--- src/rtl/fault_mon_pkg.sv ---
// Purpose: Shared constants and types for the gate-driver fault monitor.
// Assumes: 50 MHz system clock and a 32-bit AXI4-Lite register bus.
// Notes:   Offsets are byte addresses; registers hold 16 bits.
package fault_mon_pkg;
  localparam int ADDR_W = 8;
  localparam int NPH    = 3;

  // Register byte offsets.
  localparam logic [7:0] RUN_OFS        = 8'h00;
  localparam logic [7:0] CFG0_OFS       = 8'h04;
  localparam logic [7:0] CFG1_OFS       = 8'h08;
  localparam logic [7:0] MASK_OFS       = 8'h0C;
  localparam logic [7:0] FAULT_WORD_OFS = 8'h10;
  localparam logic [7:0] LIVE_OFS       = 8'h14;

  // Field positions in the control and fault words.
  localparam int STOP_ON_FAULT_POS = 6;
  localparam int BLANK_LSB         = 6;
  localparam int BLANK_W           = 4;
  localparam int THRESH_LSB        = 0;
  localparam int THRESH_W          = 6;
  localparam int COMMON_FAULT_BIT  = 15;
  localparam int POR_BIT           = 14;
  localparam int REG_UV_BIT        = 13;
  localparam int TEMP_WARN_BIT     = 11;
  localparam int OVERTEMP_BIT      = 10;
  localparam int BOOT_LSB          = 7;
  localparam int SHORT_LSB         = 0;

  // Reset values.
  localparam logic [15:0] RUN_RST       = 16'h0000;
  localparam logic [15:0] CFG0_RST      = 16'h0214;
  localparam logic [15:0] CFG1_RST      = 16'h03E0;
  localparam logic [15:0] MASK_RST      = 16'h0000;
  localparam logic [15:0] FAULT_POR_VAL = 16'hC000;

  // Timing.
  localparam int CLK_MHZ          = 50;
  localparam int BLANK_UNIT_NS    = 400;
  localparam int BLANK_UNIT_CYC   = (BLANK_UNIT_NS * CLK_MHZ + 999) / 1000;
  localparam int BOOT_TIMEOUT_US  = 20;
  localparam int BOOT_TIMEOUT_CYC = BOOT_TIMEOUT_US * CLK_MHZ;

  // Bus responses.
  localparam logic [1:0] RESP_OKAY   = 2'h0;
  localparam logic [1:0] RESP_SLVERR = 2'h2;

  typedef enum logic [1:0] {BS_IDLE, BS_CHARGE, BS_ON} boot_st_t;
endpackage

--- src/rtl/gate_driver_fault_monitor.sv ---
// Purpose: Fault supervision for a three-phase gate driver with registers.
// Assumes: Comparator inputs are asynchronous; all other inputs are
//          synchronous to aclk.
// Notes:   Logic-supply undervolt acts as an internal power-on reset.
`timescale 1ns/100ps

// Notes on behaviour
// - A masked diagnostic makes no fault state, pin change or word bit.
// - Logic and gate-supply undervoltage can never be masked.
// - Any chip-level fault present pulls the fault pin low.
// - Temperature warning pulls pin low, sets bits 11 and 15 only.
// - Warning clear releases pin; its word bits stay until reset.
// - Overtemperature pulls pin low and sets bits 10 and 15.
// - Overtemperature disables all gates only when stop-on-fault is 1.
// - Overtemperature clear releases pin; word bits stay until cleared.
// - Gate-supply undervolt: pin low, bits 13 and 15, gates low.
// - Gate-supply recovery re-enables gates and releases the pin.
// - At power-up pin and gates stay low until gate supply good, except for the two cycles after aresetn rises.
// - Logic-supply undervolt disables outputs and suspends activity.
// - Recovery resets registers, clears faults, sets bits 15 and 14.
// - Same reset sequence for power-up and any brown-out.
// - Low bootstrap: charge via low side before enabling high side.
// - Bootstrap dropping while high side is on restarts a charge.
// - Charge timeout: pin low, outputs off, per-phase bit set.
// - Bootstrap fault held until reset input, word read or POR.
// - Flag a MOSFET fault when drain-source exceeds the threshold.
// - Threshold code is six bits driving a 25 mV step converter.
// - Bit 15 is set whenever any other fault word bit is set.
// - A completed register write resets the fault word.
// - Drain-source sampled only after blanking count times 400 ns.
module gate_driver_fault_monitor
  import fault_mon_pkg::*;
#(
  parameter int BOOT_TO_CYC = BOOT_TIMEOUT_CYC
)
(
  // Clock, reset and clock enable.
  input  wire logic                 aclk,
  input  wire logic                 aresetn,
  input  wire logic                 ce,
  // AXI4-Lite write channels.
  input  wire logic [ADDR_W-1:0]    awaddr,
  input  wire logic                 awvalid,
  output logic                      awready,
  input  wire logic [31:0]          wdata,
  input  wire logic [3:0]           wstrb,
  input  wire logic                 wvalid,
  output logic                      wready,
  output logic [1:0]                bresp,
  output logic                      bvalid,
  input  wire logic                 bready,
  // AXI4-Lite read channels.
  input  wire logic [ADDR_W-1:0]    araddr,
  input  wire logic                 arvalid,
  output logic                      arready,
  output logic [31:0]               rdata,
  output logic [1:0]                rresp,
  output logic                      rvalid,
  input  wire logic                 rready,
  // Analog comparator results, asynchronous.
  input  wire logic                 temp_warn_raw,
  input  wire logic                 overtemp_raw,
  input  wire logic                 gate_supply_uv_raw,
  input  wire logic                 logic_uv_raw,
  input  wire logic [NPH-1:0]       boot_ok_raw,
  input  wire logic [2*NPH-1:0]     vds_high_raw,
  // Gate drive requests and outputs.
  input  wire logic [NPH-1:0]       hs_req,
  input  wire logic [NPH-1:0]       ls_req,
  output logic [NPH-1:0]            hs_gate,
  output logic [NPH-1:0]            ls_gate,
  // Pins.
  input  wire logic                 active_low_reset_input,
  output logic                      fault_output_pin_n,
  output logic [THRESH_W-1:0]       drain_source_threshold_code
);

  localparam int SYNC_W     = 4 + NPH + 2 * NPH;
  localparam int BOOT_CNT_W = $clog2(BOOT_TO_CYC + 1);

  // Merges a bus write into a 16-bit register by byte strobe.
  function automatic logic [15:0] merge(input logic [15:0] old,
                                        input logic [31:0] d,
                                        input logic [3:0]  s);
    merge = {s[1] ? d[15:8] : old[15:8], s[0] ? d[7:0] : old[7:0]};
  endfunction

  // Blanking interval in clock cycles for a given count.
  function automatic logic [8:0] blank_target(input logic [3:0] n);
    blank_target = 9'(int'(n) * BLANK_UNIT_CYC);
  endfunction

  logic [SYNC_W-1:0]       sync1_r;
  logic [SYNC_W-1:0]       sync2_r;
  logic                    warn_s;
  logic                    otemp_s;
  logic                    gate_supply_uv_s;
  logic                    logic_uv_s;
  logic [NPH-1:0]          boot_ok_s;
  logic [2*NPH-1:0]        vds_s;
  logic [15:0]             run_r;
  logic [15:0]             cfg0_r;
  logic [15:0]             cfg1_r;
  logic [15:0]             mask_r;
  logic [15:0]             fault_word_r;
  logic [15:0]             fault_word_nxt;
  logic [15:0]             fault_evt;
  logic [14:0]             fault_low;
  logic [NPH-1:0]          boot_lat_r;
  logic [NPH-1:0]          boot_lat_nxt;
  logic [2*NPH-1:0]        short_lat_r;
  logic [2*NPH-1:0]        short_lat_nxt;
  logic [NPH-1:0]          boot_tmo;
  logic [NPH-1:0]          charging;
  logic [NPH-1:0]          hs_ready;
  logic [2*NPH-1:0]        vds_now;
  logic [8:0]              blank_cnt_r [2*NPH];
  logic [8:0]              blank_lim;
  logic                    stop_en;
  logic                    warn_m;
  logic                    otemp_m;
  logic                    fault_now;
  logic                    drive_off;
  logic                    clr_lat;
  logic                    por;
  logic [ADDR_W-1:0]       aw_r;
  logic                    aw_have_r;
  logic [31:0]             wd_r;
  logic [3:0]              ws_r;
  logic                    w_have_r;
  logic                    bvalid_r;
  logic [1:0]              bresp_r;
  logic                    rvalid_r;
  logic [1:0]              rresp_r;
  logic [31:0]             rdata_r;
  logic                    wr_go;
  logic                    wr_hit;
  logic                    wr_ok;
  logic                    wr_err;
  logic                    ar_hs;
  logic                    rd_hit;
  logic                    word_read;
  logic [15:0]             rd_val;
  logic [15:0]             live_val;
  logic [NPH-1:0]          hs_gate_r;
  logic [NPH-1:0]          ls_gate_r;
  logic                    pin_r;

  // comparator synchronisers
  // Only the second stage is read; the first may be metastable.
  always_ff @(posedge aclk)
  begin
    if (!aresetn)
    begin
      sync1_r <= '0;
      sync2_r <= '0;
    end
    else if (ce)
    begin
      sync1_r <= {temp_warn_raw, overtemp_raw, gate_supply_uv_raw,
                  logic_uv_raw, boot_ok_raw, vds_high_raw};
      sync2_r <= sync1_r;
    end
  end

  // Unpack the synchronised comparator vector.
  assign {warn_s, otemp_s, gate_supply_uv_s, logic_uv_s,
          boot_ok_s, vds_s} = sync2_r;

  assign warn_m  = warn_s & ~mask_r[TEMP_WARN_BIT];
  assign otemp_m = otemp_s & ~mask_r[OVERTEMP_BIT];

  // Control fields seen by the fault logic and the threshold converter.
  assign stop_en   = run_r[STOP_ON_FAULT_POS];
  assign blank_lim = blank_target(cfg0_r[BLANK_LSB +: BLANK_W]);
  assign drain_source_threshold_code = cfg1_r[THRESH_LSB +: THRESH_W];

  assign por = logic_uv_s;

  // gate drive off
  // Any of these forces every gate low and resets the bootstrap sequencers.
  assign drive_off = por | gate_supply_uv_s | (otemp_m & stop_en) |
                     (|boot_lat_r) | (|short_lat_r) |
                     ~active_low_reset_input;

  assign fault_now = warn_m | otemp_m | gate_supply_uv_s | por |
                     (|boot_lat_r) | (|vds_now) | (|short_lat_r);

  // fixed charge timeout
  // One sequencer per phase; the comparator carries its own hysteresis.
  for (genvar g = 0; g < NPH; g++)
  begin : g_ph
    boot_st_t              st_r;
    boot_st_t              st_nxt;
    logic [BOOT_CNT_W-1:0] cnt_r;
    logic                  want;
    logic                  ok;
    logic                  tmo;

    assign want = hs_req[g] & ~drive_off;
    assign ok   = boot_ok_s[g] | mask_r[BOOT_LSB+g];
    assign tmo  = (st_r == BS_CHARGE) & ~ok &
                  (cnt_r == BOOT_CNT_W'(BOOT_TO_CYC - 1));

    // Next state of the charge sequencer.
    always_comb
    begin
      st_nxt = st_r;
      case (st_r)
        BS_IDLE:
          if (want)
            st_nxt = ok ? BS_ON : BS_CHARGE;
        BS_CHARGE:
          if (!want || tmo)
            st_nxt = BS_IDLE;
          else if (ok)
            st_nxt = BS_ON;
        BS_ON:
          if (!want)
            st_nxt = BS_IDLE;
          else if (!ok)
            st_nxt = BS_CHARGE;
        default:
          st_nxt = BS_IDLE;
      endcase
    end

    // State and charge-time counter.
    always_ff @(posedge aclk)
    begin
      if (!aresetn)
      begin
        st_r  <= BS_IDLE;
        cnt_r <= '0;
      end
      else if (ce)
      begin
        st_r  <= st_nxt;
        cnt_r <= (st_r == BS_CHARGE && st_nxt == BS_CHARGE) ?
                 cnt_r + 1'b1 : '0;
      end
    end

    assign boot_tmo[g] = tmo;
    assign charging[g] = (st_r == BS_CHARGE);
    assign hs_ready[g] = (st_r == BS_ON);
  end

  // drain-source fault flag
  // Each gate has its own timer that restarts whenever the gate is off.
  for (genvar i = 0; i < 2 * NPH; i++)
  begin : g_vds
    logic on;

    assign on = (i < NPH) ? hs_gate_r[i % NPH] : ls_gate_r[i % NPH];

    always_ff @(posedge aclk)
    begin
      if (!aresetn)
        blank_cnt_r[i] <= '0;
      else if (ce)
        blank_cnt_r[i] <= !on ? '0 :
                          (blank_cnt_r[i] == blank_lim) ? blank_cnt_r[i] :
                          blank_cnt_r[i] + 1'b1;
    end

    assign vds_now[i] = on & (blank_cnt_r[i] == blank_lim) & vds_s[i] &
                        ~mask_r[SHORT_LSB+i];
  end

  // Fault word event vector; masked terms never reach it.
  always_comb
  begin
    fault_evt                            = '0;
    fault_evt[REG_UV_BIT]                = gate_supply_uv_s;
    fault_evt[TEMP_WARN_BIT]             = warn_m;
    fault_evt[OVERTEMP_BIT]              = otemp_m;
    fault_evt[BOOT_LSB +: NPH]           = boot_tmo;
    fault_evt[SHORT_LSB +: 2*NPH]        = vds_now;
  end

  // common flag follows
  // New events are merged after the clear, so a set wins over a reset.
  assign fault_low = (wr_ok ? 15'h0000 : fault_word_r[14:0]) |
                     fault_evt[14:0];
  assign fault_word_nxt = {(|fault_low) | wr_err |
                           (fault_word_r[COMMON_FAULT_BIT] & ~wr_ok),
                           fault_low};

  // charge timeout and short latches
  // Short faults latch only with stop-on-fault set and also clear on reset.
  assign clr_lat       = ~active_low_reset_input | word_read;
  assign boot_lat_nxt  = boot_tmo | (clr_lat ? '0 : boot_lat_r);
  assign short_lat_nxt = (vds_now & {2*NPH{stop_en}}) |
                         ((clr_lat | wr_ok) ? '0 : short_lat_r);

  // same sequence always
  // Registers are held at defaults for as long as the logic supply is low.
  always_ff @(posedge aclk)
  begin
    if (!aresetn || (ce && por))
    begin
      run_r        <= RUN_RST;
      cfg0_r       <= CFG0_RST;
      cfg1_r       <= CFG1_RST;
      mask_r       <= MASK_RST;
      fault_word_r <= FAULT_POR_VAL;
      boot_lat_r   <= '0;
      short_lat_r  <= '0;
    end
    else if (ce)
    begin
      fault_word_r <= fault_word_nxt;
      boot_lat_r   <= boot_lat_nxt;
      short_lat_r  <= short_lat_nxt;
      if (wr_ok && aw_r == RUN_OFS)
        run_r <= merge(run_r, wd_r, ws_r);
      if (wr_ok && aw_r == CFG0_OFS)
        cfg0_r <= merge(cfg0_r, wd_r, ws_r);
      if (wr_ok && aw_r == CFG1_OFS)
        cfg1_r <= merge(cfg1_r, wd_r, ws_r);
      if (wr_ok && aw_r == MASK_OFS)
        mask_r <= merge(mask_r, wd_r, ws_r);
    end
  end

  // power-up hold
  // Gates and the pin are registered so they never glitch at the pins.
  always_ff @(posedge aclk)
  begin
    if (!aresetn)
    begin
      hs_gate_r <= '0;
      ls_gate_r <= '0;
      pin_r     <= 1'b0;
    end
    else if (ce)
    begin
      hs_gate_r <= drive_off ? '0 : (hs_ready & hs_req);
      ls_gate_r <= drive_off ? '0 : (ls_req | charging);
      pin_r     <= ~fault_now;
    end
  end

  assign hs_gate            = hs_gate_r;
  assign ls_gate            = ls_gate_r;
  assign fault_output_pin_n = pin_r;

  // Write path: address and data are taken in either order.
  assign awready = ce & ~aw_have_r & ~bvalid_r;
  assign wready  = ce & ~w_have_r & ~bvalid_r;
  assign wr_go   = ce & aw_have_r & w_have_r & ~bvalid_r;
  assign wr_hit  = (aw_r == RUN_OFS) | (aw_r == CFG0_OFS) |
                   (aw_r == CFG1_OFS) | (aw_r == MASK_OFS) |
                   (aw_r == FAULT_WORD_OFS);
  assign wr_ok   = wr_go & wr_hit;
  assign wr_err  = wr_go & ~wr_hit;

  // Write channel state.
  always_ff @(posedge aclk)
  begin
    if (!aresetn)
    begin
      aw_r      <= '0;
      aw_have_r <= 1'b0;
      wd_r      <= '0;
      ws_r      <= '0;
      w_have_r  <= 1'b0;
      bvalid_r  <= 1'b0;
      bresp_r   <= RESP_OKAY;
    end
    else if (ce)
    begin
      if (awvalid && awready)
      begin
        aw_r      <= awaddr;
        aw_have_r <= 1'b1;
      end
      if (wvalid && wready)
      begin
        wd_r     <= wdata;
        ws_r     <= wstrb;
        w_have_r <= 1'b1;
      end
      if (wr_go)
      begin
        aw_have_r <= 1'b0;
        w_have_r  <= 1'b0;
        bvalid_r  <= 1'b1;
        bresp_r   <= wr_hit ? RESP_OKAY : RESP_SLVERR;
      end
      else if (bvalid_r && bready)
        bvalid_r <= 1'b0;
    end
  end

  assign bvalid = bvalid_r;
  assign bresp  = bresp_r;

  // Read decode; a read of the fault word clears the latched faults.
  assign arready   = ce & ~rvalid_r;
  assign ar_hs     = arvalid & arready;
  assign word_read = ar_hs & (araddr == FAULT_WORD_OFS);
  assign rd_hit    = (araddr == RUN_OFS) | (araddr == CFG0_OFS) |
                     (araddr == CFG1_OFS) | (araddr == MASK_OFS) |
                     (araddr == FAULT_WORD_OFS) | (araddr == LIVE_OFS);
  assign live_val  = {2'b00, short_lat_r, boot_lat_r, drive_off,
                      fault_now, gate_supply_uv_s, otemp_m, warn_m};
  assign rd_val    = (araddr == RUN_OFS)        ? run_r :
                     (araddr == CFG0_OFS)       ? cfg0_r :
                     (araddr == CFG1_OFS)       ? cfg1_r :
                     (araddr == MASK_OFS)       ? mask_r :
                     (araddr == FAULT_WORD_OFS) ? fault_word_r :
                     (araddr == LIVE_OFS)       ? live_val : 16'h0000;

  // Read channel state.
  always_ff @(posedge aclk)
  begin
    if (!aresetn)
    begin
      rvalid_r <= 1'b0;
      rresp_r  <= RESP_OKAY;
      rdata_r  <= '0;
    end
    else if (ce)
    begin
      if (ar_hs)
      begin
        rvalid_r <= 1'b1;
        rresp_r  <= rd_hit ? RESP_OKAY : RESP_SLVERR;
        rdata_r  <= {16'h0000, rd_val};
      end
      else if (rvalid_r && rready)
        rvalid_r <= 1'b0;
    end
  end

  assign rvalid = rvalid_r;
  assign rresp  = rresp_r;
  assign rdata  = rdata_r;
endmodule

--- config.mk ---
export PLATFORM = sky130hd
export DESIGN_NAME = gate_driver_fault_monitor
export DESIGN_NICKNAME = d
export VERILOG_FILES = /design/src/rtl/fault_mon_pkg.sv /design/src/rtl/gate_driver_fault_monitor.sv
export SDC_FILE = /design/constraint.sdc
export NUM_CORES = 1
export LEC_CHECK = 0
export CAP_MARGIN = 20
export CORE_MARGIN = 3
export CORE_UTILIZATION = 45
export DETAILED_ROUTE_END_ITERATION = 7
export DONT_BUFFER_PORTS = 1
export GPL_ROUTABILITY_DRIVEN = 0
export GPL_TIMING_DRIVEN = 0
export PLACE_DENSITY = 0.64
export SETUP_SLACK_MARGIN = 0.5
export SYNTH_ARGS = -nofsm -noshare
export SYNTH_HDL_FRONTEND = slang
export SYNTH_SLANG_ARGS = --single-unit
--- constraint.sdc ---
create_clock -name aclk -period 3.5 [get_ports aclk]
set_clock_uncertainty 0.15 [all_clocks]
set_input_delay 0.175 -clock aclk [delete_from_list [all_inputs] [get_ports aclk]]
set_output_delay 0.175 -clock aclk [all_outputs]
set_load 0.01 [all_outputs]
==> impl_metrics.json, run 1 <==
{
  "status": "completed",
  "grt_usage_pct": 24.01,
  "max-cap-violations": 0,
  "routedWlPerCell_um": 19.46,
  "clockRootBuffer": "clkbuf_16",
  "ctsHtreeMaxLevel": 1,
  "hold_viol": 0,
  "arrival_ns": 3.43,
  "routed.top_layer": "met5",
  "synthCells": 1351,
  "rows": 59,
  "grt_pass1_vias": 9885,
  "synth_top_area_share_pct": 33.61,
  "synth_edf_count": 54,
  "final_layout_size_suffix_gt1_share_pct": 9.103,
  "drc": 0,
  "setup_ws_ns": 0.3606,
  "met3_length_mm": 2.905,
  "firstDrtPassIters": 5,
  "clk_pin_slew_worst_paths_ns": 0.06,
  "critPathKind": "flop to flop",
  "tns_ns": 0,
  "synth_warnings": 0,
  "reg2reg_to": "rdata[3]$_SDFFE_PN0P_",
  "synthMuxAreaShare_pct": 6.709,
  "hold_depth": 3,
  "die_area_um2": 29290,
  "async_flop_share_pct": 0,
  "tritoncts_num_sinks": 260,
  "grt_pass1_wl_mm": 55.41,
  "synth_top_family_by_area": "simple AND/OR/NAND/NOR gates",
  "die_w_um": 171.1,
  "grt_setup_unrepaired": "true",
  "min-delay-start": "aresetn",
  "synth.distinct_cells": 71,
  "period_needed_ns": 3.139,
  "worstMarginPinSlew_ns": 1.019,
  "placedCellCount": 1704,
  "grt-ovfl-total": 0,
  "max_freq_ghz": 0.3185,
  "synth_area_leader_cell": "dfxtp_1",
  "grt_start_max_net_pins": 15,
  "end_kind": "flop",
  "drt-initial-drc-count": 806,
  "die_height_um": 171.1,
  "synthFlopType": "dfxtp_1",
  "hpwl_mm": 25.50,
  "period_share_pct": 89.70,
  "worstHoldPathType": "input port to flop",
  "finalNonFillerCells": 1840,
  "synth_compound_area_share_pct": 10.02,
  "syn-mean-instance-area_um2": 9.083,
  "via_per_inst": 5.597,
  "antenna_cells": 0,
  "r2r_slack_ns": 0.36,
  "p_leak_nw": 5.668,
  "max_slew_margin_pct": 31.43,
  "setup_viol": 0,
  "clockBufferDepth": 3,
  "synthSimpleGateAreaFrac_pct": 22.16,
  "rr_startpoint": "cfg0_r[9]$_SDFFE_PP1P_",
  "p_per_area_nw_per_um2": 444.5,
  "port_buffers": 0,
  "cp_max_fo": 5,
  "final_nets": 1586,
  "start_kind": "flop",
  "synthXorXnorAreaFrac_pct": 7.688,
  "clk_latency_ns": 0.55,
  "peakVddDrop_mv": 0.3443,
  "syn_to_final_growth_pct": 19.93,
  "cts_tree": "built",
  "drv_slew": 0,
  "synth_fa_ha_area_share_pct": 2.100,
  "fp.coreArea_um2": 26430,
  "ys_seq_area_share_pct": 46.82,
  "ant_nets": 0,
  "critPathRequiredTime_ns": 3.79,
  "antenna_found_initial": 2,
  "synthTopCellsByArea": "dfxtp_1 (34%), edfxtp_1 (13%), nand2_1 (6.3%)",
  "dp_slack_ns": 0.1014,
  "wirelength_met1_mm": 15.27,
  "ios": 134,
  "start_util_pct": 46.43,
  "holdPathEnd": "wd_r[8]$_SDFFE_PN0P_",
  "wl_met2_mm": 16.73,
  "netlist_area_um2": 12270,
  "cts_made_buffers": 28,
  "via_count": 10299,
  "routed_wl_mm": 35.81,
  "ys_seq_elements": 260,
  "reg2reg_depth": 10
}
[worst max-delay path, stage by stage, from the launching register on]
cell	delay [ns]
dfxtp_2	0.34
ha_4	0.24
ha_4	0.16
fa_2	0.53
buf_8	0.14
xnor2_2	0.06
nand4_1	0.18
nor4_4	0.08
or4b_4	0.54
or4_4	0.48
o2bb2ai_2	0.14
[cells in the mapped netlist, drive strengths merged (3+ instances only)]
library cell	count
and4	3
nand2b	8
a222oi	3
xnor3	4
nor4	21
a22o	19
nor2b	11
or3	5
inv	21
nand3	46
nand3b	10
nand2	205
xnor2	59
edfxtp	54
a21bo	6
mux2	4
and2	5
o21ai	15
a211oi	6
o22ai	7
or4	5
a21oi	97
a2111oi	4
nor2	188
buf	42
dfxtp	206
and3	30
a22oi	11
clkbuf	43
mux4	3
o221ai	3
nor3	12
mux2i	71
ha	19
a31oi	3
nand4b	6
xor2	38
a221oi	7
nand4	24
a21o	4
[cell families after synthesis]
group / count (synthesis)
AO/OA/AOI/OAI: 192
multiplexers: 78
other: 1
AND/OR/NAND/NOR: 591
adder cells (fa/ha/maj): 20
buffers and inverters: 108
XOR/XNOR: 101
flip-flops: 260
[layout by cell type (no fill, tap or decap), drive strengths merged, types with 49 or more instances in the layout]
cell type    instances
dfxtp              206
dlygate4sd3         81
a21oi               97
edfxtp              54
xnor2               59
nor2               188
buf                 49
mux2i               71
nand2              205
clkbuf              87
[what timing repair did]
item / CTS / global route
buffers inserted: 6 / 0
pin swaps: 11 / 12
hold endpoints to repair: 76 / 0
hold buffers: 81 / 0
endpoints found under the setup margin: 54 / 78
gates cloned: 0 / 0
resized for setup: 22 / 16
[final cells by class]
cell class,count,area [um2]
Fill cell,2364,11710
Multi-Input combinational cell,1000,6236
Sequential cell,260,5752
Timing Repair Buffer,88,860.8
Clock buffer,44,850.8
Buffer,85,474.2
Tap cell,335,419.2
Inverter,23,86.33
Clock inverter,5,38.79
[state kept, by name, indices dropped and copies added, names as in the netlist, 2 cells and up]
signal,flops
blank_cnt_r,54
g_ph.cnt_r,30
cfg0_r,16
cfg1_r,16
fault_word_r,16
mask_r,16
rdata,16
run_r,16
wd_r,16
sync1_r,13
sync2_r,13
aw_r,8
g_ph.st_r,6
short_lat_r,6
boot_lat_r,3
hs_gate,3
ls_gate,3
ws_r,2
[worst max-delay path by stage]
stage                                                 end              startpoint  slack, ns
after global routing                rdata[3]$_SDFFE_PN0P_  cfg0_r[9]$_SDFFE_PP1P_       0.31
final                               rdata[3]$_SDFFE_PN0P_  cfg0_r[9]$_SDFFE_PP1P_       0.36
after detailed placement            rdata[3]$_SDFFE_PN0P_  cfg0_r[8]$_SDFFE_PP0P_       0.10
after global placement    blank_cnt_r[0][8]$_SDFFCE_PN0P_  cfg0_r[8]$_SDFFE_PP0P_       0.05
after CTS                           rdata[3]$_SDFFE_PN0P_  cfg0_r[7]$_SDFFE_PP0P_       0.29
after floorplan                     rdata[3]$_SDFFE_PN0P_  cfg0_r[9]$_SDFFE_PP1P_       0.50
[metal layers]
layer | global-route usage, % | vias up
met5 | 0 | -
met2 | 39.77 | 390
li1 | - | 4933
met1 | 32.30 | 4911
met4 | 6.158 | 2
met3 | 4.852 | 63
[power breakdown]
part           leakage (nW)  switching [mW]  total [mW]  internal (mW)
sequential             2.27          0.0866        3.21           3.13
combinational          2.96           0.276       0.470          0.194
clock                 0.439            1.20        2.86           1.66
total                  5.67            1.57        6.54           4.98
[stage by stage]
stage	power, mW	area, um2	utilization, %	hold slack (ns)
floorplan	3.526	12350	-	0.1610
detailed placement	3.655	12770	48.32	0.1676
finish	6.543	14720	55.69	0.01467
CTS	6.561	14630	55.37	0.002030
global route	6.760	14720	55.69	0.02056
global placement	3.648	12770	48.31	0.1626
No activity file was read; power rests on OpenSTA's default activity.
==> run 2, diff against run 1 <==
Settings changed: CORE_UTILIZATION 45 to 64, PLACE_DENSITY 0.64 to 0.84.
==> run 2 against run 1 <==
Effect of this change:
- combinational power increased by 5.1%
- setup slack got worse by 0.022 ns
- clock-buffer cell count shrank 4
- highest routed layer is now met4
==> impl_metrics.json, run 2 (synthesis gave the netlist of run 1 again) <==
{
  "status": "completed",
  "clockBufferDepth": 3,
  "largestRegisters": "blank_cnt_r (54), g_ph.cnt_r (30)",
  "min-delay-start": "wvalid",
  "routed_wl_mm": 37.99,
  "grt_pass1_wl_mm": 57.65,
  "reg2reg_to": "rdata[3]$_SDFFE_PN0P_",
  "regMostFlops": "blank_cnt_r",
  "via_per_inst": 6.425,
  "grt-ovfl-total": 0,
  "hold_viol": 0,
  "rows": 50,
  "clockRootBuffer": "clkbuf_16",
  "p_per_area_nw_per_um2": 457.8,
  "die_height_um": 144.5,
  "holdPathEnd": "wd_r[5]$_SDFFE_PN0P_",
  "worstHoldPathType": "input port to flop",
  "period_needed_ns": 3.161,
  "total_power_mw": 6.714,
  "cts_made_buffers": 27,
  "ctsHtreeMaxLevel": 1,
  "start_kind": "flop",
  "grt_usage_pct": 35.12,
  "setup_viol": 0,
  "critPathMaxStageDelay_ns": 0.54,
  "fp.coreArea_um2": 18770,
  "drt-initial-drc-count": 1382,
  "fin_util_pct": 78.15,
  "tritoncts_num_sinks": 260,
  "cp_max_fo": 5,
  "peakVddDrop_mv": 0.4577,
  "clk_latency_ns": 0.56,
  "critPathRequiredTime_ns": 3.78,
  "routedWlPerCell_um": 21.76,
  "largest_reg_flops": 54,
  "ant_nets": 0,
  "grt_start_max_net_pins": 15,
  "drv_slew": 0,
  "critPathKind": "flop to flop",
  "syn_to_final_growth_pct": 19.52,
  "die_area_um2": 20870,
  "final_cell_mix": "nand2_1 (205), dfxtp_1 (203), nor2_1 (183), a21oi_1 (97), dlygate4sd3_1 (84)",
  "drc": 0,
  "worstMarginPinSlew_ns": 0.9002,
  "ios": 134,
  "cts_tree": "built",
  "max_freq_ghz": 0.3164,
  "antenna_found_initial": 0,
  "max-cap-violations": 0,
  "max_slew_margin_pct": 39.99,
  "rr_startpoint": "cfg0_r[8]$_SDFFE_PP0P_",
  "period_share_pct": 90.31,
  "r2r_slack_ns": 0.34,
  "worstPathCellList": "ha_2 > ha_4 > fa_2 > buf_6 > xnor2_1 > nand4_1 > nor4_4 > or4b_4 > or4_4 > o2bb2ai_1",
  "slowest_stage": "or4b_4",
  "p_leak_nw": 5.736,
  "fill_cells": 1129,
  "die_w_um": 144.5,
  "tns_ns": 0,
  "port_buffers": 0,
  "hold_depth": 4,
  "crit_buf_inv": 1,
  "final_layout_size_suffix_gt1_share_pct": 9.458,
  "via_count": 11218,
  "antenna_cells": 0,
  "final_nets": 1592,
  "cp-startpoint": "cfg0_r[8]$_SDFFE_PP0P_",
  "reg2reg_depth": 10,
  "crit_family": "simple AND/OR/NAND/NOR gates",
  "final_common_cell": "nand2_1",
  "start_util_pct": 65.39,
  "hpwl_mm": 23.98,
  "end_kind": "flop",
  "arrival_ns": 3.44,
  "grt_setup_unrepaired": "true",
  "multi_input_area_um2": 6217,
  "grt_pass1_vias": 10919,
  "firstDrtPassIters": 7,
  "clk_pin_slew_worst_paths_ns": 0.07,
  "ff_latch_area_um2": 5752
}
-- run 2: cell count changes in the layout (fill, tap and decap cells not counted), moves of 2 or more --
cell,change
dlygate4sd3_1,+3
clkbuf_1,-4
clkbuf_8,-2
bufinv_16,+2
clkbuf_2,+2
nor4b_1,+2
buf_4,+3
nor4b_2,-2
-- run 2: worst reg2reg max path, stage by stage, from the launching register on --
cell and delay, ns:
dfxtp_4 0.36, ha_2 0.20, ha_4 0.17, fa_2 0.53
buf_6 0.13, xnor2_1 0.09, nand4_1 0.16, nor4_4 0.09
or4b_4 0.55, or4_4 0.46, o2bb2ai_1 0.14
-- run 2: routing by layer --
metal / GRT usage [%] / up-vias / wire length, um
met5: 0 / - / 0
met4: 16.35 / 0 / 2296
met3: 5.456 / 217 / 4016
met2: 59.94 / 804 / 18010
met1: 43.76 / 5256 / 13660
li1: - / 4941 / -
-- run 2: cell type report --
| class | count | share of cell area [%] |
|---|---|---|
| buffer | 85 | 3.224 |
| clock buffer | 40 | 5.562 |
| clock inverter | 9 | 0.7677 |
| inverter | 23 | 0.5886 |
| multi-input combinational | 1000 | 42.39 |
| sequential | 260 | 39.21 |
| tap | 234 | 1.996 |
| timing repair buffer | 95 | 6.261 |
-- run 2: worst max-delay path by stage --
stage                     cells after the start  slack (ns)                         endpoint
after CTS                                    10        0.34            rdata[3]$_SDFFE_PN0P_
after global placement                        8        0.09  blank_cnt_r[0][2]$_SDFFCE_PN0P_
final                                        10        0.34            rdata[3]$_SDFFE_PN0P_
after floorplan                              10        0.50            rdata[3]$_SDFFE_PN0P_
after global routing                         10        0.30            rdata[3]$_SDFFE_PN0P_
after detailed placement                     10        0.12            rdata[3]$_SDFFE_PN0P_
-- run 2: power by group --
part           leakage, nW  switching, mW  internal, mW
registers             2.27         0.0946          3.13
logic                 3.01          0.295         0.199
clock network        0.457           1.23          1.77
total                 5.74           1.62          5.09
-- run 2: per-stage QoR --
| stage | cells | instance area [um2] | setup slack (ns) | hold WS (ns) |
|---|---|---|---|---|
| 3_3_place_gp | 1602 | 12640 | 0.09074 | 0.1635 |
| 4_1_cts | 1743 | 14560 | 0.3365 | 0.03378 |
| 2_1_floorplan | 1368 | 12350 | 0.5001 | 0.1610 |
| 5_1_grt | 1746 | 14670 | 0.2953 | 0.05464 |
| 3_5_place_dp | 1603 | 12640 | 0.1198 | 0.1673 |
| 6_report | 1746 | 14670 | 0.3391 | 0.01186 |
-- run 2: timing repair --
item | 4_1_cts | 5_1_grt
pin swaps | 6 | 8
buffers inserted | 7 | 2
endpoints found under the setup margin | 52 | 66
hold buffers | 84 | 0
hold endpoints to repair | 75 | 0
resized for setup | 19 | 20
==> run 3, diff against run 2 <==
Settings changed: CTS_BUF_LIST from default to sky130_fd_sc_hd__clkbuf_8 sky130_fd_sc_hd__clkbuf_16.
==> run 3 against run 2 <==
Effect of this change:
- core utilization did not move
- combinational power is essentially flat
- critical path depth unchanged
- clock power is essentially flat
- sequential power hardly changed
- via count is 0.46% higher
- setup slack gained 0.0046 ns
- cell area did not move
- sequential cell count is the same
- non-clock buffer count stayed put
- critical path type unchanged
- critical endpoint unchanged
- highest routed layer unchanged
==> impl_metrics.json, run 3 (synthesis gave the netlist of run 1 again) <==
{
  "grt_setup_unrepaired": "true",
  "fp.coreArea_um2": 18770,
  "rows": 50,
  "period_needed_ns": 3.156,
  "start_kind": "flop",
  "ff_latch_area_um2": 5752,
  "ctsHtreeMaxLevel": 1,
  "cts_tree": "built",
  "internal-power_mw": 5.075,
  "status": "completed",
  "routed_wl_mm": 37.99,
  "drt-initial-drc-count": 1377,
  "r2r_slack_ns": 0.34,
  "period_share_pct": 90.18,
  "critPathKind": "flop to flop",
  "p_comb_share_pct": 7.4,
  "max_freq_ghz": 0.3168,
  "power_frac_clock_pct": 44.6,
  "port_buffers": 0,
  "rr_startpoint": "cfg0_r[8]$_SDFFE_PP0P_",
  "final_layout_size_suffix_gt1_share_pct": 9.458,
  "fill_cells": 1129,
  "fin_util_pct": 78.15,
  "syn_to_final_growth_pct": 19.52,
  "setup_viol": 0,
  "die_area_um2": 20870,
  "worst_hold_slack_ns": 0.01182,
  "final_cell_mix": "nand2_1 (205), dfxtp_1 (203), nor2_1 (183), a21oi_1 (97), dlygate4sd3_1 (84)",
  "clockRootBuffer": "clkbuf_16",
  "reg2reg_to": "rdata[3]$_SDFFE_PN0P_",
  "peakVddDrop_mv": 0.4565,
  "worstPathCellList": "ha_2 > ha_4 > fa_2 > buf_6 > xnor2_1 > nand4_1 > nor4_4 > or4b_4 > or4_4 > o2bb2ai_1",
  "p_leak_nw": 5.757,
  "antenna_cells": 0,
  "routedWlPerCell_um": 21.76,
  "largest_reg_flops": 54,
  "drv_slew": 0,
  "path_depth": 10,
  "p_per_area_nw_per_um2": 456.9,
  "via_per_inst": 6.455,
  "grt_pass1_vias": 10919,
  "drc": 0,
  "multi_input_area_um2": 6217,
  "clk_latency_ns": 0.56,
  "grt_usage_pct": 35.12,
  "cp_max_fo": 5,
  "clockBufferDepth": 3,
  "crit_path_end": "rdata[3]$_SDFFE_PN0P_",
  "hpwl_mm": 23.98,
  "crit_buf_inv": 1,
  "worstHoldPathType": "input port to flop",
  "tns_ns": 0,
  "tritoncts_num_sinks": 260,
  "die_height_um": 144.5,
  "firstDrtPassIters": 5,
  "swShare_pct": 24.27,
  "regMostFlops": "blank_cnt_r",
  "ios": 134,
  "largestRegisters": "blank_cnt_r (54), g_ph.cnt_r (30)",
  "switching_power_mw": 1.627,
  "start_util_pct": 65.39,
  "arrival_ns": 3.43,
  "antenna_found_initial": 0,
  "p_seq_share_pct": 48.1,
  "final_nets": 1592,
  "critPathRequiredTime_ns": 3.78,
  "reg2reg_depth": 10,
  "final_common_cell": "nand2_1",
  "die_w_um": 144.5,
  "hold_viol": 0,
  "end_kind": "flop",
  "total_power_mw": 6.702,
  "critPathMaxStageDelay_ns": 0.54,
  "clk_pin_slew_worst_paths_ns": 0.06,
  "via_count": 11270,
  "grt_pass1_wl_mm": 57.65,
  "cts_made_buffers": 27,
  "max-cap-violations": 0,
  "slowest_stage": "or4b_4",
  "cp-startpoint": "cfg0_r[8]$_SDFFE_PP0P_",
  "grt-ovfl-total": 0,
  "ant_nets": 0,
  "max_slew_margin_pct": 40.88,
  "grt_start_max_net_pins": 15,
  "crit_family": "simple AND/OR/NAND/NOR gates",
  "worstMarginPinSlew_ns": 0.8868
}
==> run 3: metrics by stage <==
stage,setup slack (ns),std cells,area (um2)
2_1_floorplan,0.5001,1368,12350
3_3_place_gp,0.09074,1602,12640
3_5_place_dp,0.1198,1603,12640
4_1_cts,0.3365,1743,14560
5_1_grt,0.2953,1746,14670
6_report,0.3437,1746,14670
==> run 3: worst register-to-register path, delay by kind of cell, from the launching register on <==
kind | cells | cell delay, ns
AOI/OAI and AO/OA | 1 | 0.14
xor gates and xnor gates | 1 | 0.09
adders and majority gates | 3 | 0.90
buffers and inverters | 1 | 0.13
DFF | 1 | 0.36
and+or+nand+nor | 4 | 1.26
==> run 3: area by class of cell <==
class,instances,area share (%)
multi-input combinational,1000,42.39
sequential,260,39.21
timing repair buffer,95,6.261
clock buffer,35,5.434
buffer,85,3.224
tap,234,1.996
clock inverter,14,0.8957
inverter,23,0.5886
==> run 3: power groups by stage <==
stage / Combinational [mW] / Clock (mW) / Sequential (mW)
floorplan: 0.280 / 0 / 3.25
global placement: 0.358 / 0 / 3.27
detailed placement: 0.370 / 0 / 3.27
CTS: 0.454 / 2.96 / 3.21
global route: 0.523 / 3.09 / 3.22
finish: 0.494 / 2.99 / 3.22
==> run 3: worst min-delay path by stage <==
stage,startpoint,to,slack (ns),depth (start not counted)
after detailed placement,wdata[12],wd_r[12]$_SDFFE_PN0P_,0.17,2
after floorplan,awaddr[4],aw_r[4]$_SDFFE_PN0P_,0.16,2
after CTS,arvalid,rdata[15]$_SDFFE_PN0P_,0.03,3
after global placement,awaddr[0],aw_r[0]$_SDFFE_PN0P_,0.16,2
after global routing,wvalid,wd_r[5]$_SDFFE_PN0P_,0.05,4
final,wvalid,wd_r[5]$_SDFFE_PN0P_,0.01,4
==> run 3: per-layer routing <==
layer  GRT usage, %  routed length (um)
met1          43.76               13660
met2          59.94               17950
met3          5.456                4094
met4          16.35                2288
met5              0                   0
==> run 3: timing repair <==
| action | 4_1_cts | 5_1_grt |
|---|---|---|
| hold endpoints to repair | 75 | 0 |
| gates resized for setup | 19 | 20 |
| setup buffers | 7 | 2 |
| hold buffers | 84 | 0 |
| endpoints found under the setup margin | 52 | 66 |
| pin swaps | 6 | 8 |
